===== src/hw/rx_status_pkg.sv =====
// constants for the receive buffer status and buffer-full pin block
package rx_status_pkg;
	localparam int          ADDR_W          = 8;
	localparam int          DATA_W          = 8;
	localparam int          SID_W           = 11;
	localparam int          FILT_W          = 3;
	// register addresses
	localparam logic [7:0]  ADDR_PIN_CTRL   = 8'h0c;
	localparam logic [7:0]  ADDR_RX0_SIDH   = 8'h61;
	localparam logic [7:0]  ADDR_RX0_SIDL   = 8'h62;
	localparam logic [7:0]  ADDR_RX1_CTRL   = 8'h70;
	localparam logic [7:0]  ADDR_RX1_SIDH   = 8'h71;
	localparam logic [7:0]  ADDR_RX1_SIDL   = 8'h72;
	// pin control field positions
	localparam int          BIT_P1_VAL      = 5;
	localparam int          BIT_P0_VAL      = 4;
	localparam int          BIT_P1_EN       = 3;
	localparam int          BIT_P0_EN       = 2;
	localparam int          BIT_P1_INT      = 1;
	localparam int          BIT_P0_INT      = 0;
	localparam logic [7:0]  PIN_CTRL_MASK   = 8'h3f;
	localparam logic [7:0]  PIN_CTRL_RESET  = 8'h00;
	// rx1 control field positions
	localparam int          BIT_RTR         = 3;
	localparam int          FILT_LSB        = 0;
	localparam logic [2:0]  FILT_MAX        = 3'h5;
	// identifier split
	localparam int          SID_HI_LSB      = 3;
	localparam int          SIDL_LSB        = 5;
	localparam logic [7:0]  ZERO_BYTE       = 8'h00;
endpackage


===== src/hw/rx_status_pins.sv =====
// receive buffer status registers and buffer-full pin logic
// What this block does
// - on a receive buffer 1 load the winning filter index 0 to 5 is stored in control bits 2..0.
// - control bit 3 of buffer 1 is set for a remote request and cleared otherwise on each load.
// - pin control bits 7 and 6 read zero and ignore writes.
// - in output mode pin 1 drives control bit 5, which reads zero in interrupt mode.
// - in output mode pin 0 drives control bit 4, which reads zero in interrupt mode.
// - with enable bit 3 clear pin 1 floats, otherwise it follows its mode bit.
// - with enable bit 2 clear pin 0 floats, otherwise it follows its mode bit.
// - with mode bit 1 set pin 1 signals an interrupt when buffer 1 is loaded, else is an output.
// - with mode bit 0 set pin 0 signals an interrupt when buffer 0 is loaded, else is an output.
// - identifier bits 10..3 land in each buffer's identifier-high register, bit 10 at bit 7.
// - identifier bits 2..0 land in bits 7..5 of each buffer's identifier-low register.
`timescale 1ns/1ps
module rx_status_pins
	import rx_status_pkg::*;
#(
	parameter int N_FILTERS = 6
) (
	input  wire logic                                i_clock,
	input  wire logic                                i_rst,
	// register port
	input  wire logic                                i_reg_wr,
	input  wire logic                                i_reg_rd,
	input  wire logic [rx_status_pkg::ADDR_W-1:0]    i_reg_addr,
	input  wire logic [rx_status_pkg::DATA_W-1:0]    i_reg_wdata,
	output logic      [rx_status_pkg::DATA_W-1:0]    o_reg_rdata,
	// buffer load events from the receive path
	input  wire logic                                i_rx0_load,
	input  wire logic                                i_rx1_load,
	input  wire logic [rx_status_pkg::SID_W-1:0]     i_rx_sid,
	input  wire logic                                i_rx_remote,
	input  wire logic [rx_status_pkg::FILT_W-1:0]    i_rx_filter,
	// full flags as held by the interrupt flag register
	input  wire logic                                i_rx0_full,
	input  wire logic                                i_rx1_full,
	// buffer-full pins
	output logic                                     o_buffer0_full_pin,
	output logic                                     o_buffer0_full_pin_oe,
	output logic                                     o_buffer1_full_pin,
	output logic                                     o_buffer1_full_pin_oe
);
	import rx_status_pkg::*;

	initial begin
		if (N_FILTERS != 6) $error("rx_status_pins: six acceptance filters expected");
	end

	logic [7:0]        pin_ctrl_q;
	logic [FILT_W-1:0] winning_filter_index_q;
	logic              remote_request_received_q;
	logic [7:0]        sidh0;
	logic [7:0]        sidl0;
	logic [7:0]        sidh1;
	logic [7:0]        sidl1;
	logic [7:0]        pin_ctrl_view;
	logic [7:0]        rx1_ctrl_view;
	logic [7:0]        rdata_d;
	logic              pin0_irq_active;
	logic              pin1_irq_active;

	// pin control writes, unimplemented bits dropped
	always_ff @(posedge i_clock) begin
		if (i_rst) begin
			pin_ctrl_q <= PIN_CTRL_RESET;
		end else if (i_reg_wr && i_reg_addr == ADDR_PIN_CTRL) begin
			pin_ctrl_q <= i_reg_wdata & PIN_CTRL_MASK;
		end
	end

	// buffer 1 filter hit and remote flag, reloaded per message
	always_ff @(posedge i_clock) begin
		if (i_rst) begin
			winning_filter_index_q    <= '0;
			remote_request_received_q <= 1'b0;
		end else if (i_rx1_load) begin
			winning_filter_index_q    <= i_rx_filter;
			remote_request_received_q <= i_rx_remote;
		end
	end

	// identifier stores, one per buffer
	rx_id_store #(.SID_W(SID_W)) u_id0 (
		.i_clock    (i_clock),
		.i_rst      (i_rst),
		.i_load     (i_rx0_load),
		.i_sid      (i_rx_sid),
		.o_sid_high (sidh0),
		.o_sid_low  (sidl0)
	);
	rx_id_store #(.SID_W(SID_W)) u_id1 (
		.i_clock    (i_clock),
		.i_rst      (i_rst),
		.i_load     (i_rx1_load),
		.i_sid      (i_rx_sid),
		.o_sid_high (sidh1),
		.o_sid_low  (sidl1)
	);

	// read views: state bits masked in interrupt mode
	always_comb begin
		pin_ctrl_view = pin_ctrl_q;
		if (pin_ctrl_q[BIT_P1_INT]) begin
			pin_ctrl_view[BIT_P1_VAL] = 1'b0;
		end
		if (pin_ctrl_q[BIT_P0_INT]) begin
			pin_ctrl_view[BIT_P0_VAL] = 1'b0;
		end
		rx1_ctrl_view = ZERO_BYTE;
		rx1_ctrl_view[BIT_RTR] = remote_request_received_q;
		rx1_ctrl_view[FILT_LSB +: FILT_W] = winning_filter_index_q;
	end

	// read decode, unmapped addresses read zero
	always_comb begin
		case (i_reg_addr)
			ADDR_PIN_CTRL: rdata_d = pin_ctrl_view;
			ADDR_RX0_SIDH: rdata_d = sidh0;
			ADDR_RX0_SIDL: rdata_d = sidl0;
			ADDR_RX1_CTRL: rdata_d = rx1_ctrl_view;
			ADDR_RX1_SIDH: rdata_d = sidh1;
			ADDR_RX1_SIDL: rdata_d = sidl1;
			default:       rdata_d = ZERO_BYTE;
		endcase
	end

	// registered read data, held between reads
	always_ff @(posedge i_clock) begin
		if (i_rst) begin
			o_reg_rdata <= ZERO_BYTE;
		end else if (i_reg_rd) begin
			o_reg_rdata <= rdata_d;
		end
	end

	// interrupt level tracks the full flag set by a load
	assign pin0_irq_active = i_rx0_full;
	assign pin1_irq_active = i_rx1_full;

	// pin drive and enables
	always_ff @(posedge i_clock) begin
		if (i_rst) begin
			o_buffer0_full_pin    <= 1'b1;
			o_buffer0_full_pin_oe <= 1'b0;
			o_buffer1_full_pin    <= 1'b1;
			o_buffer1_full_pin_oe <= 1'b0;
		end else begin
			o_buffer0_full_pin_oe <= pin_ctrl_q[BIT_P0_EN];
			o_buffer1_full_pin_oe <= pin_ctrl_q[BIT_P1_EN];
			if (pin_ctrl_q[BIT_P0_INT]) begin
				o_buffer0_full_pin <= ~pin0_irq_active;
			end else begin
				o_buffer0_full_pin <= pin_ctrl_q[BIT_P0_VAL];
			end
			if (pin_ctrl_q[BIT_P1_INT]) begin
				o_buffer1_full_pin <= ~pin1_irq_active;
			end else begin
				o_buffer1_full_pin <= pin_ctrl_q[BIT_P1_VAL];
			end
		end
	end

	// checks: buffer 1 filter hit and remote flag
	chk_filter_capture: assert property (@(posedge i_clock) disable iff (i_rst)
		i_rx1_load |=> winning_filter_index_q == $past(i_rx_filter))
		else $error("filter index not captured");

	chk_filter_hold: assert property (@(posedge i_clock) disable iff (i_rst)
		!i_rx1_load |=> $stable(winning_filter_index_q))
		else $error("filter index changed without a load");

	chk_filter_range: assert property (@(posedge i_clock) disable iff (i_rst)
		winning_filter_index_q <= FILT_MAX)
		else $error("filter index beyond last filter");

	chk_remote_capture: assert property (@(posedge i_clock) disable iff (i_rst)
		i_rx1_load |=> remote_request_received_q == $past(i_rx_remote))
		else $error("remote flag not captured");

	chk_remote_hold: assert property (@(posedge i_clock) disable iff (i_rst)
		!i_rx1_load |=> $stable(remote_request_received_q))
		else $error("remote flag changed without a load");

	chk_rdata_rx1ctrl: assert property (@(posedge i_clock) disable iff (i_rst)
		i_reg_rd && i_reg_addr == ADDR_RX1_CTRL |=> o_reg_rdata == {4'h0,
		$past(remote_request_received_q), $past(winning_filter_index_q)})
		else $error("buffer 1 control read wrong");

	// checks: pin control register
	chk_unimpl_zero: assert property (@(posedge i_clock) disable iff (i_rst)
		pin_ctrl_q[7:6] == 2'b00)
		else $error("unimplemented pin control bits set");

	chk_view_upper: assert property (@(posedge i_clock) disable iff (i_rst)
		pin_ctrl_view[7:6] == 2'b00)
		else $error("unimplemented pin control bits read back");

	chk_wr_mask: assert property (@(posedge i_clock) disable iff (i_rst)
		i_reg_wr && i_reg_addr == ADDR_PIN_CTRL
		|=> pin_ctrl_q == ($past(i_reg_wdata) & PIN_CTRL_MASK))
		else $error("pin control write not taken");

	chk_ctrl_hold: assert property (@(posedge i_clock) disable iff (i_rst)
		!(i_reg_wr && i_reg_addr == ADDR_PIN_CTRL) |=> $stable(pin_ctrl_q))
		else $error("pin control changed without a write");

	chk_rdata_ctrl: assert property (@(posedge i_clock) disable iff (i_rst)
		i_reg_rd && i_reg_addr == ADDR_PIN_CTRL |=> o_reg_rdata == $past(pin_ctrl_view))
		else $error("pin control read wrong");

	chk_rdata_hold: assert property (@(posedge i_clock) disable iff (i_rst)
		!i_reg_rd |=> $stable(o_reg_rdata))
		else $error("read data changed without a read");

	chk_view_mask1: assert property (@(posedge i_clock) disable iff (i_rst)
		pin_ctrl_q[BIT_P1_INT] |-> !pin_ctrl_view[BIT_P1_VAL])
		else $error("pin 1 state bit visible in interrupt mode");

	chk_view_mask0: assert property (@(posedge i_clock) disable iff (i_rst)
		pin_ctrl_q[BIT_P0_INT] |-> !pin_ctrl_view[BIT_P0_VAL])
		else $error("pin 0 state bit visible in interrupt mode");

	// checks: pin drive, skipping the edge that leaves reset
	chk_pin1_output: assert property (@(posedge i_clock) disable iff (i_rst)
		!i_rst && !pin_ctrl_q[BIT_P1_INT] ##1 !pin_ctrl_q[BIT_P1_INT]
		|-> o_buffer1_full_pin == $past(pin_ctrl_q[BIT_P1_VAL]))
		else $error("pin 1 output value wrong");

	chk_pin0_output: assert property (@(posedge i_clock) disable iff (i_rst)
		!i_rst && !pin_ctrl_q[BIT_P0_INT] ##1 !pin_ctrl_q[BIT_P0_INT]
		|-> o_buffer0_full_pin == $past(pin_ctrl_q[BIT_P0_VAL]))
		else $error("pin 0 output value wrong");

	chk_pin1_float: assert property (@(posedge i_clock) disable iff (i_rst)
		!pin_ctrl_q[BIT_P1_EN] |=> !o_buffer1_full_pin_oe)
		else $error("pin 1 driven while disabled");

	chk_pin1_on: assert property (@(posedge i_clock) disable iff (i_rst)
		pin_ctrl_q[BIT_P1_EN] |=> o_buffer1_full_pin_oe)
		else $error("pin 1 not driven while enabled");

	chk_pin0_float: assert property (@(posedge i_clock) disable iff (i_rst)
		!pin_ctrl_q[BIT_P0_EN] |=> !o_buffer0_full_pin_oe)
		else $error("pin 0 driven while disabled");

	chk_pin0_on: assert property (@(posedge i_clock) disable iff (i_rst)
		pin_ctrl_q[BIT_P0_EN] |=> o_buffer0_full_pin_oe)
		else $error("pin 0 not driven while enabled");

	// checks: interrupt level on the pins
	chk_pin1_irq: assert property (@(posedge i_clock) disable iff (i_rst)
		pin_ctrl_q[BIT_P1_INT] && i_rx1_full |=> !o_buffer1_full_pin)
		else $error("pin 1 interrupt not asserted");

	chk_pin0_irq: assert property (@(posedge i_clock) disable iff (i_rst)
		pin_ctrl_q[BIT_P0_INT] && i_rx0_full |=> !o_buffer0_full_pin)
		else $error("pin 0 interrupt not asserted");

	chk_irq_release: assert property (@(posedge i_clock) disable iff (i_rst)
		pin_ctrl_q[BIT_P0_INT] && !i_rx0_full |=> o_buffer0_full_pin)
		else $error("pin 0 interrupt not released");

	chk_irq1_release: assert property (@(posedge i_clock) disable iff (i_rst)
		pin_ctrl_q[BIT_P1_INT] && !i_rx1_full |=> o_buffer1_full_pin)
		else $error("pin 1 interrupt not released");

	// checks: identifier registers of both buffers
	chk_sid_high: assert property (@(posedge i_clock) disable iff (i_rst)
		i_rx0_load |=> sidh0 == $past(i_rx_sid[10:3]))
		else $error("identifier high wrong");

	chk_sid_high1: assert property (@(posedge i_clock) disable iff (i_rst)
		i_rx1_load |=> sidh1 == $past(i_rx_sid[10:3]))
		else $error("buffer 1 identifier high wrong");

	chk_sid_hold0: assert property (@(posedge i_clock) disable iff (i_rst)
		!i_rx0_load |=> $stable(sidh0))
		else $error("buffer 0 identifier changed without a load");

	chk_rdata_sidh0: assert property (@(posedge i_clock) disable iff (i_rst)
		i_reg_rd && i_reg_addr == ADDR_RX0_SIDH |=> o_reg_rdata == $past(sidh0))
		else $error("buffer 0 identifier high read wrong");

	chk_rdata_sidh1: assert property (@(posedge i_clock) disable iff (i_rst)
		i_reg_rd && i_reg_addr == ADDR_RX1_SIDH |=> o_reg_rdata == $past(sidh1))
		else $error("buffer 1 identifier high read wrong");

	chk_sid_low: assert property (@(posedge i_clock) disable iff (i_rst)
		i_rx1_load |=> sidl1[7:5] == $past(i_rx_sid[2:0]))
		else $error("identifier low wrong");

	chk_sid_low0: assert property (@(posedge i_clock) disable iff (i_rst)
		i_rx0_load |=> sidl0[7:5] == $past(i_rx_sid[2:0]))
		else $error("buffer 0 identifier low wrong");

	chk_sidl_pad0: assert property (@(posedge i_clock) disable iff (i_rst)
		sidl0[4:0] == 5'h00)
		else $error("buffer 0 identifier low filler set");

	chk_sidl_pad1: assert property (@(posedge i_clock) disable iff (i_rst)
		sidl1[4:0] == 5'h00)
		else $error("buffer 1 identifier low filler set");

	chk_rdata_sidl1: assert property (@(posedge i_clock) disable iff (i_rst)
		i_reg_rd && i_reg_addr == ADDR_RX1_SIDL |=> o_reg_rdata == $past(sidl1))
		else $error("buffer 1 identifier low read wrong");
endmodule


===== src/hw/rx_id_store.sv =====
// identifier store for one receive buffer, registered identifier bytes
`timescale 1ns/1ps
module rx_id_store #(
	parameter int SID_W = 11
) (
	input  wire logic             i_clock,
	input  wire logic             i_rst,
	input  wire logic             i_load,
	input  wire logic [SID_W-1:0] i_sid,
	output logic      [7:0]       o_sid_high,
	output logic      [7:0]       o_sid_low
);
	import rx_status_pkg::*;

	initial begin
		if (SID_W != 11) $error("rx_id_store: identifier width must be 11");
	end

	// capture identifier on each load
	always_ff @(posedge i_clock) begin
		if (i_rst) begin
			o_sid_high <= ZERO_BYTE;
			o_sid_low  <= ZERO_BYTE;
		end else if (i_load) begin
			o_sid_high <= i_sid[SID_W-1:SID_HI_LSB];
			o_sid_low  <= {i_sid[SID_HI_LSB-1:0], 5'h00};
		end
	end
endmodule


===== config.mk =====
export PLATFORM = sky130hd
export DESIGN_NAME = rx_status_pins
export DESIGN_NICKNAME = d
export VERILOG_FILES = /design/src/hw/rx_status_pkg.sv /design/src/hw/rx_status_pins.sv /design/src/hw/rx_id_store.sv
export SDC_FILE = /design/constraint.sdc
export NUM_CORES = 1
export LEC_CHECK = 0
export BUFFER_PORTS_ARGS = -buffer_cell sky130_fd_sc_hd__buf_2
export CAP_MARGIN = 20
export CELL_PAD_IN_SITES_DETAIL_PLACEMENT = 0
export CELL_PAD_IN_SITES_GLOBAL_PLACEMENT = 2
export CORE_ASPECT_RATIO = 2
export CORE_UTILIZATION = 28
export DETAILED_ROUTE_END_ITERATION = 12
export GPL_TIMING_DRIVEN = 0
export PLACE_DENSITY = 0.86
export SYNTH_ARGS = -nofsm -noshare
export SYNTH_HDL_FRONTEND = slang
export SYNTH_SLANG_ARGS = --single-unit
export TNS_END_PERCENT = 20

===== constraint.sdc =====
create_clock -name i_clock -period 1.7 [get_ports i_clock]
set_input_delay 0.085 -clock i_clock [delete_from_list [all_inputs] [get_ports i_clock]]
set_output_delay 0.085 -clock i_clock [all_outputs]
set_load 0.03 [all_outputs]

==> results.json <==
{
  "worstMarginPinSlew_ns": 0.830,
  "crit_chain": "buf_2 -> nor4b_1 -> nand4_1 -> a211o_4 -> a22oi_2",
  "ys_seq_area_share_pct": 44.9,
  "fp.dieW_um": 61.2,
  "sw_frac_of_total_pct": 23.2,
  "cts-buffers-inserted": 5,
  "vias": 1602,
  "status": "finished clean",
  "path_class": "input port to flip-flop",
  "post_synth_inst_count": 200,
  "maxSlewViolCount": 0,
  "intPower_mw": 1.75,
  "n_fill_cell": 745,
  "drt_iter0_drc": 45,
  "clockBufferDepth": 2,
  "core_um2": 6670,
  "clockPowerShare_pct": 42.8,
  "start_util_pct": 29.4,
  "grt_setup_unrepaired": "false",
  "crit_buf_inv": 1,
  "drive_above_1_share_pct": 25.2,
  "period_minus_slack_ns": 1.50,
  "syn-num-nets": 239,
  "synthTopCellsByArea": "dfxtp_1 45%, mux2i_1 19%, nor2_1 6.3%, nand3b_1 3.8%, a22oi_2 2.5%",
  "ys_warn_count": 0,
  "gp_congestion": 0.800,
  "final.period_utilization_pct": 88.1,
  "grt_max_degree": 14,
  "yosys.area.top_type": "dfxtp_1",
  "boundaryPins": 51,
  "maxCapViolations": 0,
  "cp_slowest_cell": "nor4b_1",
  "die-area_um2": 7370,
  "n_antenna_cell": 0,
  "wl_mm": 4.90,
  "die_h_um": 120,
  "num_rows": 42,
  "cts_tree": "yes",
  "overflow": 0,
  "syn2layout_area_growth_pct": 25.3,
  "synth.distinct_cells": 34,
  "p_per_area_nw_per_um2": 928,
  "viasPerCell": 4.68,
  "ys.flop_type": "dfxtp_1",
  "clock-root-buffer": "clkbuf_16",
  "synth_most_common_cell": "dfxtp_1",
  "ctsHoldBuffers": 0,
  "end_kind": "flip-flop",
  "arrival_ns": 1.71,
  "clk_latency_ns": 0.29,
  "irDropWorstVdd_mv": 0.485,
  "slew_headroom_pct": 44.7,
  "postLayoutCoreUtil_pct": 36.9,
  "cp_max_fo": 7,
  "final_nets": 292,
  "synth_top_cell_area_share_pct": 44.9,
  "setup_slack_ns": 0.203,
  "detail-route-antenna-nets": 0,
  "clk_pin_slew_ns": 0.06,
  "ys_async_sr_fraction_pct": 0,
  "skew_ns": 0.00783,
  "timing.fmax_ghz": 0.668,
  "hold_path_class": "input port to flip-flop",
  "finalHoldViolCount": 0,
  "required_ns": 1.92,
  "setup_viol": 0,
  "comb_power_share_pct": 9.4,
  "p_switching_mw": 0.531,
  "synth_area_um2": 1960,
  "ctsHtreeMaxLevel": 2,
  "layout.area.seq_um2": 881,
  "cts_sinks": 44,
  "synth_seq_cells": 44,
  "postSynthAreaPerCell_um2": 9.82,
  "multi_input_area_um2": 1020,
  "wire_per_inst_um": 14.3,
  "synthTopCellsByCount": "44 x dfxtp_1, 37 x mux2i_1, 33 x nor2_1",
  "leakage_nw": 1.01,
  "seqPwrFrac_pct": 47.8,
  "dp_slack_ns": -0.278,
  "grt_pass1_vias": 1590,
  "io_buffers": 46,
  "grt.total_usage_pct": 14.8,
  "drc": 0,
  "synth-edff-count": 0,
  "antenna_found_initial": 0,
  "dp_hpwl_mm": 3.99,
  "crit_path_max_incr_delay_ns": 0.65,
  "path_delay_family": "simple AND/OR/NAND/NOR gates",
  "drtPass1Iterations": 4,
  "cp-start-kind": "input port",
  "grt_pass1_wl_mm": 7.58
}
-- final cells by class --
cell class                 instances  area share [%]
buffer                            11            1.98
clock buffer                       7            5.80
clock inverter                     1           0.305
inverter                           4           0.610
multi-input combinational        141            41.7
sequential                        44            35.8
tap                               88            4.48
timing repair buffer              46            9.36
-- cell usage in the layout (no fill, tap or decap), types with 2 or more instances in the layout --
master     count
buf_2         46
dfxtp_1       44
mux2i_1       37
nor2_1        33
nand3b_1      10
nand2_1        9
clkbuf_1       8
nand2b_1       8
a211oi_1       5
clkbuf_16      5
inv_1          4
a21oi_1        4
a21boi_0       4
a22oi_2        4
buf_1          3
o21ai_1        3
or3_4          2
o22ai_1        2
nand3_1        2
and4b_1        2
nor2b_1        2
-- sequential cells by signal (all words and copies together) (netlist names) --
name                       count
u_id0.o_sid_high               8
u_id1.o_sid_low                3
u_id0.o_sid_low                3
o_buffer0_full_pin_oe          1
remote_request_received_q      1
pin_ctrl_q                     6
o_buffer1_full_pin             1
u_id1.o_sid_high               8
winning_filter_index_q         3
o_buffer1_full_pin_oe          1
o_reg_rdata                    8
o_buffer0_full_pin             1
-- routing by layer --
layer | share of wire [%] | vias up | track usage (%) | wire length [um]
li1 | - | 815 | - | -
met1 | 36 | 729 | 13.6 | 1740
met2 | 56 | 44 | 26.8 | 2730
met3 | 4.2 | 14 | 3.21 | 207
met4 | 4.4 | 0 | 9.94 | 218
met5 | 0 | - | 0 | 0
-- metrics by stage --
step	area, um^2	std cells	hold WS [ns]	power, mW	setup TNS (ns)
floorplan	1960	200	0.229	1.24	0
global placement	2300	334	0.320	1.33	-0.919
detailed placement	2300	334	0.328	1.33	-1.20
CTS	2460	342	0.0290	2.31	0
global route	2460	342	0.0413	2.37	0
finish	2460	342	0.0293	2.28	0
-- worst paths after layout --
| path | start | to | slack, ns | cells after the start |
|---|---|---|---|---|
| max | i_reg_addr[7] | o_reg_rdata[3] | 0.20 | 5 |
| max reg2reg | u_id1.o_sid_high[5] | o_reg_rdata[5] | 0.30 | 4 |
| min reg2reg | o_reg_rdata[4] | o_reg_rdata[4] | 0.44 | 2 |
| min | i_rx_filter[0] | winning_filter_index_q[0] | 0.03 | 3 |
-- timing repair --
item / in CTS / in global routing
setup endpoints to repair: 1 / 0
buffers inserted: 0 / 0
gates resized for setup: 1 / 0
-- logic make-up (layout without fill, tap and decap cells) --
kind of cell | after synthesis | after routing | synth area share, %
AND/OR/NAND/NOR | 77 | 77 | 21.9
flip-flops | 44 | 44 | 44.9
multiplexers | 37 | 37 | 18.9
AO/OA/AOI/OAI | 27 | 27 | 11.1
buffers and inverters | 15 | 69 | 3.25
-- worst register-to-register path, delay by kind of cell (launching register included) --
kind	cells	cell delay, ns
DFF	1	0.34
AOI/OAI and AO/OA	3	0.76
and+or+nand+nor	1	0.19
-- power groups by stage --
stage / combinational (mW) / clock [mW] / sequential [mW]
finish: 0.214 / 0.977 / 1.09
floorplan: 0.125 / 0 / 1.11
CTS: 0.218 / 0.998 / 1.09
detailed placement: 0.217 / 0 / 1.11
global route: 0.236 / 1.04 / 1.10
global placement: 0.212 / 0 / 1.11
(Power assumes the default switching activity.)
